[src/rtl/pesl_cfg.svh]
// Offsets, field positions and reset values for the error source log block.
// Assumes inclusion by bare name from the top module.
`ifndef PESL_CFG_SVH
`define PESL_CFG_SVH
`define PESL_OFS_SRC_ID 12'h134
`define PESL_OFS_UNIT_ERR 12'h140
`define PESL_SRC_ID_RST 32'h00000000
`define PESL_UNIT_ERR_RST 16'h0000
`define PESL_UNC_MSB 31
`define PESL_UNC_LSB 16
`define PESL_COR_MSB 15
`define PESL_COR_LSB 0
`define PESL_PQ_OVF_BIT 15
`define PESL_HP_MSB 3
`define PESL_ERR_MSB 15
`endif

[src/rtl/pesl_pkg.sv]
// Types shared by the error source log block.
// Assumes configuration accesses arrive as single-cycle strobes.
package pesl_pkg;
	typedef struct packed {
		logic valid;
		logic fatal;
		logic nonfatal;
		logic correctable;
		logic [15:0] req_id;
	} pesl_err_t;
	typedef struct packed {
		logic rd;
		logic wr;
		logic [11:0] addr;
		logic [31:0] wdata;
	} pesl_cfg_req_t;
endpackage : pesl_pkg

[src/rtl/pesl_top.sv]
// Error source ID capture and unit error status for a PCI Express root port.
// Assumes configuration accesses are one-cycle strobes synchronous to clk_sys,
// and a power-on reset separate from the ordinary sys_rst.
`include "pesl_cfg.svh"

module pesl_top
	import pesl_pkg::*;
#(
	parameter int NUM_PQ = 2
) (
	// Clock and resets
	input wire logic clk_sys,
	input wire logic sys_rst,
	input wire logic pwr_on_rst,
	// Error sources
	input wire pesl_err_t link_err,
	input wire pesl_err_t int_err,
	input wire logic [NUM_PQ-1:0] pq_hdr_ovf,
	input wire logic [NUM_PQ-1:0] pq_data_ovf,
	input wire logic [3:0] hot_plug_err,
	input wire logic pq_ovf_report_mask_n,
	// First-error flags from root error message status
	input wire logic first_unc_flag,
	input wire logic first_cor_flag,
	// Configuration access
	input wire pesl_cfg_req_t cfg_req,
	output logic [31:0] cfg_rdata,
	output logic cfg_rvalid,
	// Reporting
	output logic rx_overflow_evt,
	output logic unit_err_ptr_evt,
	output logic sel_fatal,
	output logic sel_nonfatal,
	output logic sel_correctable
);
	logic [31:0] src_id_r;
	logic [`PESL_ERR_MSB:0] unit_err_r;
	logic [`PESL_ERR_MSB:0] unit_err_nxt;
	logic [15:0] unc_id;
	logic [15:0] cor_id;
	logic unc_hit;
	logic cor_hit;
	logic pq_ovf;
	logic wr_unit;
	logic [31:0] rdata_nxt;

	// Link-received message wins over an internal detection in the same clock
	always_comb begin
		unc_hit = 1'b0;
		cor_hit = 1'b0;
		unc_id = link_err.req_id;
		cor_id = link_err.req_id;
		if (link_err.valid && (link_err.fatal || link_err.nonfatal)) begin
			unc_hit = 1'b1;
		end else if (int_err.valid && (int_err.fatal || int_err.nonfatal)) begin
			unc_hit = 1'b1;
			unc_id = int_err.req_id;
		end
		if (link_err.valid && link_err.correctable) begin
			cor_hit = 1'b1;
		end else if (int_err.valid && int_err.correctable) begin
			cor_hit = 1'b1;
			cor_id = int_err.req_id;
		end
	end

	// Sticky storage: only power-on reset clears it, sys_rst does not
	always_ff @(posedge clk_sys) begin
		if (pwr_on_rst) begin
			src_id_r <= `PESL_SRC_ID_RST;
		end else begin
			if (unc_hit && !first_unc_flag) begin
				src_id_r[`PESL_UNC_MSB:`PESL_UNC_LSB] <= unc_id;
			end
			if (cor_hit && !first_cor_flag) begin
				src_id_r[`PESL_COR_MSB:`PESL_COR_LSB] <= cor_id;
			end
		end
	end

	assign pq_ovf = |{pq_hdr_ovf, pq_data_ovf};
	assign wr_unit = cfg_req.wr && (cfg_req.addr == `PESL_OFS_UNIT_ERR);

	// Set wins over a simultaneous write-one clear
	always_comb begin
		unit_err_nxt = unit_err_r;
		if (wr_unit) begin
			unit_err_nxt = unit_err_r & ~cfg_req.wdata[`PESL_ERR_MSB:0];
		end
		unit_err_nxt[`PESL_HP_MSB:0] = unit_err_nxt[`PESL_HP_MSB:0] | hot_plug_err;
		if (pq_ovf) begin
			unit_err_nxt[`PESL_PQ_OVF_BIT] = 1'b1;
		end
	end

	always_ff @(posedge clk_sys) begin
		if (pwr_on_rst) begin
			unit_err_r <= `PESL_UNIT_ERR_RST;
		end else begin
			unit_err_r <= unit_err_nxt;
		end
	end

	// Hot-plug bits are correctable; overflow stays off every select and log
	always_ff @(posedge clk_sys) begin
		if (sys_rst) begin
			sel_fatal <= 1'b0;
			sel_nonfatal <= 1'b0;
			sel_correctable <= 1'b0;
			rx_overflow_evt <= 1'b0;
			unit_err_ptr_evt <= 1'b0;
		end else begin
			sel_fatal <= 1'b0;
			sel_nonfatal <= 1'b0;
			sel_correctable <= |hot_plug_err;
			rx_overflow_evt <= pq_ovf;
			unit_err_ptr_evt <= pq_ovf && !pq_ovf_report_mask_n;
		end
	end

	// Reads
	always_comb begin
		rdata_nxt = 32'h00000000;
		if (cfg_req.addr == `PESL_OFS_SRC_ID) begin
			rdata_nxt = src_id_r;
		end else if (cfg_req.addr == `PESL_OFS_UNIT_ERR) begin
			rdata_nxt = {16'h0000, unit_err_r};
		end
	end

	always_ff @(posedge clk_sys) begin
		if (sys_rst) begin
			cfg_rdata <= 32'h00000000;
			cfg_rvalid <= 1'b0;
		end else begin
			cfg_rvalid <= cfg_req.rd;
			cfg_rdata <= cfg_req.rd ? rdata_nxt : 32'h00000000;
		end
	end

	unc_capture_a: assert property (@(posedge clk_sys) disable iff (pwr_on_rst)
		(link_err.valid && link_err.fatal && !first_unc_flag) |=> (src_id_r[31:16] == $past(link_err.req_id)))
		else $error("uncorrectable id not captured");
	cor_capture_a: assert property (@(posedge clk_sys) disable iff (pwr_on_rst)
		(link_err.valid && link_err.correctable && !first_cor_flag) |=> (src_id_r[15:0] == $past(link_err.req_id)))
		else $error("correctable id not captured");
	link_prio_a: assert property (@(posedge clk_sys) disable iff (pwr_on_rst)
		(link_err.valid && link_err.nonfatal && int_err.valid && int_err.nonfatal && !first_unc_flag)
		|=> (src_id_r[31:16] != $past(int_err.req_id) || $past(int_err.req_id) == $past(link_err.req_id)))
		else $error("internal id beat link id");
	unc_hold_a: assert property (@(posedge clk_sys) disable iff (pwr_on_rst)
		first_unc_flag |=> $stable(src_id_r[31:16]))
		else $error("uncorrectable id changed while flag set");
	sticky_ids_a: assert property (@(posedge clk_sys) disable iff (pwr_on_rst)
		(sys_rst && !unc_hit && !cor_hit) |=> $stable(src_id_r))
		else $error("source ids lost on reset");
	ovf_set_a: assert property (@(posedge clk_sys) disable iff (pwr_on_rst)
		pq_ovf |=> unit_err_r[15])
		else $error("overflow bit not set");
	w1c_clear_a: assert property (@(posedge clk_sys) disable iff (pwr_on_rst)
		(wr_unit && cfg_req.wdata[15] && !pq_ovf) |=> !unit_err_r[15])
		else $error("overflow bit not cleared");
	w0_keep_a: assert property (@(posedge clk_sys) disable iff (pwr_on_rst)
		(unit_err_r[15] && !(wr_unit && cfg_req.wdata[15])) |=> unit_err_r[15])
		else $error("overflow bit lost");
	rx_fold_a: assert property (@(posedge clk_sys) disable iff (sys_rst)
		pq_ovf |=> rx_overflow_evt)
		else $error("receiver overflow not raised");
	no_escal_a: assert property (@(posedge clk_sys) disable iff (sys_rst)
		(pq_ovf && hot_plug_err == 4'h0) |=> !sel_fatal && !sel_nonfatal && !sel_correctable)
		else $error("overflow escalated");
	ptr_mask_a: assert property (@(posedge clk_sys) disable iff (sys_rst)
		unit_err_ptr_evt |-> $past(pq_ovf) && !$past(pq_ovf_report_mask_n))
		else $error("pointer event without masked overflow");
	rsvd_zero_a: assert property (@(posedge clk_sys) disable iff (sys_rst)
		cfg_rvalid |-> cfg_rdata[31:16] == 16'h0000 || $past(cfg_req.addr) != `PESL_OFS_UNIT_ERR)
		else $error("reserved bits not zero");

	// Capture, priority and hold of the source fields
	unc_int_cap_a: assert property (@(posedge clk_sys) disable iff (pwr_on_rst)
		(!(link_err.valid && (link_err.fatal || link_err.nonfatal)) && int_err.valid && int_err.fatal && !first_unc_flag)
		|=> (src_id_r[31:16] == $past(int_err.req_id))) else $error("internal uncorrectable id not captured");

	unc_nonfatal_a: assert property (@(posedge clk_sys) disable iff (pwr_on_rst)
		(link_err.valid && link_err.nonfatal && !first_unc_flag) |=> (src_id_r[31:16] == $past(link_err.req_id)))
		else $error("nonfatal id not captured");

	cor_int_cap_a: assert property (@(posedge clk_sys) disable iff (pwr_on_rst)
		(!(link_err.valid && link_err.correctable) && int_err.valid && int_err.correctable && !first_cor_flag)
		|=> (src_id_r[15:0] == $past(int_err.req_id))) else $error("internal correctable id not captured");

	cor_hold_a: assert property (@(posedge clk_sys) disable iff (pwr_on_rst)
		first_cor_flag |=> $stable(src_id_r[15:0]))
		else $error("correctable id changed while flag set");

	unc_idle_a: assert property (@(posedge clk_sys) disable iff (pwr_on_rst)
		(!(link_err.valid && (link_err.fatal || link_err.nonfatal)) && !(int_err.valid && (int_err.fatal || int_err.nonfatal)))
		|=> $stable(src_id_r[31:16])) else $error("uncorrectable id changed without error");

	cor_idle_a: assert property (@(posedge clk_sys) disable iff (pwr_on_rst)
		(!(link_err.valid && link_err.correctable) && !(int_err.valid && int_err.correctable))
		|=> $stable(src_id_r[15:0])) else $error("correctable id changed without error");

	prio_unc_a: assert property (@(posedge clk_sys) disable iff (pwr_on_rst)
		(link_err.valid && link_err.fatal && int_err.valid && int_err.nonfatal && !first_unc_flag)
		|=> (src_id_r[31:16] == $past(link_err.req_id))) else $error("link uncorrectable id lost priority");

	prio_cor_a: assert property (@(posedge clk_sys) disable iff (pwr_on_rst)
		(link_err.valid && link_err.correctable && int_err.valid && int_err.correctable && !first_cor_flag)
		|=> (src_id_r[15:0] == $past(link_err.req_id))) else $error("link correctable id lost priority");

	por_clear_a: assert property (@(posedge clk_sys)
		pwr_on_rst |=> (src_id_r == `PESL_SRC_ID_RST))
		else $error("source ids not cleared at power-on");

	por_unit_a: assert property (@(posedge clk_sys)
		pwr_on_rst |=> (unit_err_r == `PESL_UNIT_ERR_RST))
		else $error("unit status not cleared at power-on");

	src_ro_a: assert property (@(posedge clk_sys) disable iff (pwr_on_rst)
		(cfg_req.wr && cfg_req.addr == `PESL_OFS_SRC_ID && !unc_hit && !cor_hit) |=> $stable(src_id_r))
		else $error("source ids written by software");

	unit_apart_a: assert property (@(posedge clk_sys) disable iff (pwr_on_rst)
		((pq_ovf || hot_plug_err != 4'h0) && !unc_hit && !cor_hit) |=> $stable(src_id_r))
		else $error("unit error reached the source ids");

	// Unit status bits
	unit_sticky_a: assert property (@(posedge clk_sys) disable iff (pwr_on_rst)
		(sys_rst && !pq_ovf && hot_plug_err == 4'h0 && !wr_unit) |=> $stable(unit_err_r))
		else $error("unit status lost on reset");

	hp_set_a: assert property (@(posedge clk_sys) disable iff (pwr_on_rst)
		(hot_plug_err != 4'h0) |=> ((unit_err_r[3:0] & $past(hot_plug_err)) == $past(hot_plug_err)))
		else $error("hot-plug bit not set");

	mid_zero_a: assert property (@(posedge clk_sys) disable iff (pwr_on_rst)
		unit_err_r[14:4] == 11'h000)
		else $error("uncovered unit bit set");

	ovf_set_wins_a: assert property (@(posedge clk_sys) disable iff (pwr_on_rst)
		(wr_unit && cfg_req.wdata[15] && pq_ovf) |=> unit_err_r[15])
		else $error("clear beat a new overflow");

	hp_clear_a: assert property (@(posedge clk_sys) disable iff (pwr_on_rst)
		(wr_unit && hot_plug_err == 4'h0) |=> ((unit_err_r[3:0] & $past(cfg_req.wdata[3:0])) == 4'h0))
		else $error("hot-plug bit not cleared");

	hp_keep_a: assert property (@(posedge clk_sys) disable iff (pwr_on_rst)
		!wr_unit |=> ((unit_err_r[3:0] & $past(unit_err_r[3:0])) == $past(unit_err_r[3:0])))
		else $error("hot-plug bit lost");

	// Reporting outputs
	rx_quiet_a: assert property (@(posedge clk_sys) disable iff (sys_rst)
		!pq_ovf |=> !rx_overflow_evt)
		else $error("receiver overflow without overflow");

	ptr_set_a: assert property (@(posedge clk_sys) disable iff (sys_rst)
		(pq_ovf && !pq_ovf_report_mask_n) |=> unit_err_ptr_evt)
		else $error("pointer event missing");

	ptr_masked_a: assert property (@(posedge clk_sys) disable iff (sys_rst)
		pq_ovf_report_mask_n |=> !unit_err_ptr_evt)
		else $error("pointer event while mask enabled");

	sel_off_a: assert property (@(posedge clk_sys) disable iff (sys_rst)
		!sel_fatal && !sel_nonfatal)
		else $error("uncorrectable select raised");

	hp_route_a: assert property (@(posedge clk_sys) disable iff (sys_rst)
		(hot_plug_err != 4'h0) |=> sel_correctable)
		else $error("hot-plug error not routed");

	cor_quiet_a: assert property (@(posedge clk_sys) disable iff (sys_rst)
		(hot_plug_err == 4'h0) |=> !sel_correctable)
		else $error("correctable select without error");

	rst_quiet_a: assert property (@(posedge clk_sys)
		sys_rst |=> !rx_overflow_evt && !unit_err_ptr_evt && !sel_correctable && !cfg_rvalid)
		else $error("outputs not cleared by reset");

	// Configuration reads
	rd_src_a: assert property (@(posedge clk_sys) disable iff (sys_rst)
		(cfg_req.rd && cfg_req.addr == `PESL_OFS_SRC_ID) |=> cfg_rvalid && cfg_rdata == $past(src_id_r))
		else $error("source id read wrong");

	rd_unit_a: assert property (@(posedge clk_sys) disable iff (sys_rst)
		(cfg_req.rd && cfg_req.addr == `PESL_OFS_UNIT_ERR) |=> cfg_rvalid && cfg_rdata == {16'h0000, $past(unit_err_r)})
		else $error("unit status read wrong");

	no_rd_zero_a: assert property (@(posedge clk_sys) disable iff (sys_rst)
		!cfg_req.rd |=> !cfg_rvalid && cfg_rdata == 32'h00000000)
		else $error("read data without read");
endmodule : pesl_top
[config.mk]
export PLATFORM = sky130hd
export DESIGN_NAME = pesl_top
export DESIGN_NICKNAME = d
export VERILOG_FILES = /design/src/rtl/pesl_pkg.sv /design/src/rtl/pesl_top.sv
export VERILOG_INCLUDE_DIRS = /design/src /design/src/rtl
export SDC_FILE = /design/constraint.sdc
export NUM_CORES = 1
export LEC_CHECK = 0
export BUFFER_PORTS_ARGS = -buffer_cell sky130_fd_sc_hd__clkbuf_2
export CAP_MARGIN = 5
export CORE_MARGIN = 5
export CORE_UTILIZATION = 37
export CTS_CLUSTER_SIZE = 24
export DETAILED_ROUTE_END_ITERATION = 12
export PLACE_DENSITY = 0.62
export SYNTH_ARGS = -nofsm -noshare
export SYNTH_HDL_FRONTEND = slang
export SYNTH_SLANG_ARGS = --single-unit
[constraint.sdc]
create_clock -name clk_sys -period 1.79 [get_ports clk_sys]
set_clock_uncertainty 0.05 [all_clocks]
set_input_delay 0.2685 -clock clk_sys [delete_from_list [all_inputs] [get_ports clk_sys]]
set_output_delay 0.2685 -clock clk_sys [all_outputs]
set_load 0.05 [all_outputs]
Word level (Yosys, flattened, before mapping). Index checks and enable logic that the tools add are counted.

Register bits after elaboration: 84. Output and inout port bits: 38. Word-level logic and storage cells: 45.

Equality and inequality tests: 2. Mux-type cells: 12. Bitwise logic cells: 4. Reductions and logical operators: 17.

Operators by type and width (number): two-way mux 16 bit (6); two-way mux 32 bit (1); == test 12 x 9 -> 1 bit, second input constant (2); AND 16 bit (1); NOT 16 bit (1); logical AND 1 bit (8); OR reduction 4 bit (2); two-way mux 1 bit (5); OR 4 bit (1); logical NOT 1 bit (3); logical OR 1 bit (2); nonzero test 2 bit (1); OR reduction 2 bit (1); NOT 1 bit (1).

Longest topological paths before layout.
Depth after elaboration: 5. Depth in mapped cells: 6. Depth with buffers taken out: 3.

Worst setup path after synthesis. No wires, ideal clock.

Path type: input to register. From: input link_err[17] (netlist bit). To: register src_id_r[21]. Setup time: 119 ps. Arrival time: 1397 ps. Required time: 1621 ps. Path slack: 225 ps. Stages: 6. Path through: o21a_1 buf_6 or3_4 buf_6 buf_8 o221a_1.

Word-level cells in the longest chain between the ends: 4. Elaborated cells between the ends (all ways): 5.

Ends and longest elaborated chain: start, declared (RTL line pesl_top.sv:16) `input wire pesl_err_t link_err,`; logical OR 1 bit (*) (RTL line pesl_top.sv:53) `if (link_err.valid && (link_err.fatal || link_err.nonfatal)) begin`; logical AND 1 bit (*) (RTL line pesl_top.sv:53); two-way mux 1 bit (RTL line pesl_top.sv:53); logical AND 1 bit (RTL line pesl_top.sv:72) `if (unc_hit && !first_unc_flag) begin`; end signal, assigned (RTL line pesl_top.sv:70) `` src_id_r <= `PESL_SRC_ID_RST; ``; end signal, assigned by index (RTL line pesl_top.sv:73) `` src_id_r[`PESL_UNC_MSB:`PESL_UNC_LSB] <= unc_id; ``; end signal, assigned by index (RTL line pesl_top.sv:76) `` src_id_r[`PESL_COR_MSB:`PESL_COR_LSB] <= cor_id; ``; end, declared (RTL line pesl_top.sv:36) `logic [31:0] src_id_r;`.

Every way passes the cells marked *; elsewhere a longest branch is shown, timed or not. A chain may end at the register's enable or synchronous reset.

Worst setup path in the final report.
From: register cfg_rdata[4]. To: output cfg_rdata[4].

RTL lines: start, declared (RTL line pesl_top.sv:27) `output logic [31:0] cfg_rdata,`; start signal, assigned (RTL line pesl_top.sv:137) `cfg_rdata <= cfg_req.rd ? rdata_nxt : 32'h00000000;`.

No word-level cell between the ends.

==> results.json <==
{
  "status": "finished clean",
  "finalWeightedCongestion": 0.792,
  "dp_hpwl_um": 6520,
  "cts_tree": "yes",
  "powerDensity_nw_per_um2": 907,
  "routed_via_density": 5.23,
  "comb_power_share": 0.109,
  "synth.most_common_cell": "dfxtp_1",
  "synth.top_cells.by_area": "dfxtp_1 (52%), a311oi_1 (5.7%), a21oi_1 (4.4%)",
  "setup_viol": 0,
  "wl_per_cell_um": 15.5,
  "htree_levels": 3,
  "synth_seq_area_share": 0.523,
  "synth_top_area_cell": "dfxtp_1",
  "drv_cap": 0,
  "max_freq_mhz": 779,
  "synth.top_cell.area_share": 0.523,
  "required_ns": 1.47,
  "internal_power_mw": 2.80,
  "initial_core_util": 0.374,
  "grt.overflow.total": 0,
  "via_count": 2942,
  "grtUsageTotal": 0.166,
  "stdcell_area_um2": 4110,
  "antenna_left": 0,
  "syn_area_um2": 3220,
  "leakagePower_nw": 1.78,
  "cts.path.max_buffers": 2,
  "hold_class": "in -> reg",
  "worst_pin_slew_ns": 0.582,
  "whs_ns": 0.0399,
  "synth_common_cells": "dfxtp_1 (84), a21oi_1 (28), nor2_1 (22)",
  "tns_ns": 0,
  "drive_above_1_share": 0.338,
  "maxSlewHeadroom": 0.612,
  "critPathKind": "reg -> out",
  "grt_pass1_vias": 2831,
  "worstPathArrival_ns": 0.96,
  "routed_wl_um": 8750,
  "p_clk_frac": 0.360,
  "antenna_found_initial": 0,
  "clkLatencyLatePin_ns": 0.34,
  "rsz0062_at_grt": "false",
  "rrSetupSlack_ns": 0.93,
  "synthCells": 334,
  "path_delay_family": "flip-flops",
  "peakVddDrop_mv": 0.424,
  "postCtsSetupBuffers": 0,
  "final.min_clock_period_ns": 1.28,
  "ys_async_sr_fraction": 0,
  "rows": 34,
  "io_buffer_count": 119,
  "holdBufCountCts": 0,
  "fp.dieH_um": 103,
  "switching_share": 0.248,
  "critPathSlowestCell": "dfxtp_1",
  "clkTransAtPathRegs_ns": 0.08,
  "dr.first_iter.drc_count": 94,
  "grt_pass1_wl_um": 13900,
  "critPathMaxFanout": 1,
  "ys_warn_count": 0,
  "startpoint_type": "register",
  "final_nets": 550,
  "cp_num_buf_inv": 1,
  "cp-end-kind": "output pin",
  "antenna_cells": 0,
  "synth_ff_type": "dfxtp_1",
  "switchingPower_mw": 0.924,
  "path_cells": "clkbuf_2",
  "dieArea_um2": 10700,
  "area_delta_synth_final_pct": 27.7,
  "fp.dieW_um": 103,
  "syn_area_per_cell_um2": 9.63,
  "power_frac_seq": 0.532,
  "dp.cells": 547,
  "cts.repair.resized": 0,
  "place_area_um2": 3920,
  "core_area_um2": 8590,
  "synth-edff-count": 0,
  "stdcell_count": 563,
  "slew_violations": 0,
  "n_fill_cell": 850,
  "dr.pass1.iters": 4,
  "finalHoldViolCount": 0,
  "synth-seq-cells": 84,
  "grt_max_degree": 49,
  "ys_types": 35,
  "fin_crit_sh": 0.717,
  "clockRootBuffer": "clkbuf_8",
  "max_stage_delay_ns": 0.34,
  "cts_made_buffers": 9,
  "io_pins": 138,
  "cts_num_sinks": 84,
  "route.detailed.drc": 0
}
stage by stage:
stage	total power, mW	worst slack [ns]	util
2_1_floorplan	2.25	0.225	-
3_3_place_gp	2.42	0.230	0.456
3_5_place_dp	2.43	0.126	0.456
4_1_cts	3.75	0.489	0.478
5_1_grt	3.90	0.465	0.478
6_report	3.73	0.507	0.478
sequential cells by signal, indices dropped and copies added (netlist names):
name and flops:
cfg_rdata 32, cfg_rvalid 1, rx_overflow_evt 1, sel_correctable 1
src_id_r 32, unit_err_ptr_evt 1, unit_err_r 16
per-layer routing:
| metal | GRT usage | wire length, um | vias up |
|---|---|---|---|
| met5 | 0 | 0 | - |
| met3 | 0.0376 | 544 | 19 |
| li1 | - | - | 1457 |
| met4 | 0.0627 | 162 | 0 |
| met1 | 0.229 | 4140 | 1356 |
| met2 | 0.255 | 3900 | 110 |
cells in the final DEF, fill, tap and decap left out, types with 2 or more instances in the layout:
cell | synthesis | layout
a21oi_1 | 28 | 28
a22oi_1 | 16 | 16
a311oi_1 | 21 | 21
a31oi_1 | 16 | 16
and2_1 | 18 | 18
and4_1 | 2 | 2
buf_4 | 2 | 12
clkbuf_1 | 17 | 2
clkbuf_2 | 1 | 119
clkbuf_8 | 0 | 10
clkinv_2 | 0 | 2
conb_1 | 1 | 2
dfxtp_1 | 84 | 84
inv_1 | 21 | 21
nand2_1 | 2 | 2
nand2b_1 | 12 | 12
nand3_1 | 17 | 17
nor2_1 | 22 | 22
nor2b_1 | 2 | 2
nor4_1 | 2 | 2
o21ai_0 | 15 | 15
o221a_1 | 10 | 10
o221a_2 | 6 | 6
cell families (layout without fill, tap and decap cells):
group,after synthesis,count (layout),share of synthesized area
AO/OA/AOI/OAI,117,117,0.261
flip-flops,84,84,0.523
buffers and inverters,50,170,0.0712
AND/OR/NAND/NOR,82,82,0.144
other,1,2,0.00117
power groups by stage:
stage	clock network, mW	logic [mW]	registers (mW)
2_1_floorplan	0	0.226	2.03
3_3_place_gp	0	0.395	2.02
3_5_place_dp	0	0.403	2.02
4_1_cts	1.37	0.404	1.98
5_1_grt	1.47	0.448	1.99
6_report	1.34	0.404	1.98
area by class of cell:
type	count	area (um^2)	area share
repair buffers	132	706	0.172
clock buffers	12	145	0.0353
flip-flops and latches	84	1680	0.409
well taps	108	135	0.0329
inverters	22	82.6	0.0201
clock inverters	4	48.8	0.0119
multi-input cells	201	1310	0.319
worst reg2reg max path: stages (launching register included):
cell and delay [ns]:
dfxtp_1 0.36, nor2_1 0.06, a311oi_1 0.29
final timing paths:
kind | start | endpoint | cells past startpoint
min | cfg_req[4] | unit_err_r[4] | 2
max | cfg_rdata[4] | cfg_rdata[4] | 1
min reg2reg | unit_err_r[6] | unit_err_r[6] | 2
max reg2reg | unit_err_r[2] | unit_err_r[2] | 2
Power figures use the tool's default switching activity.
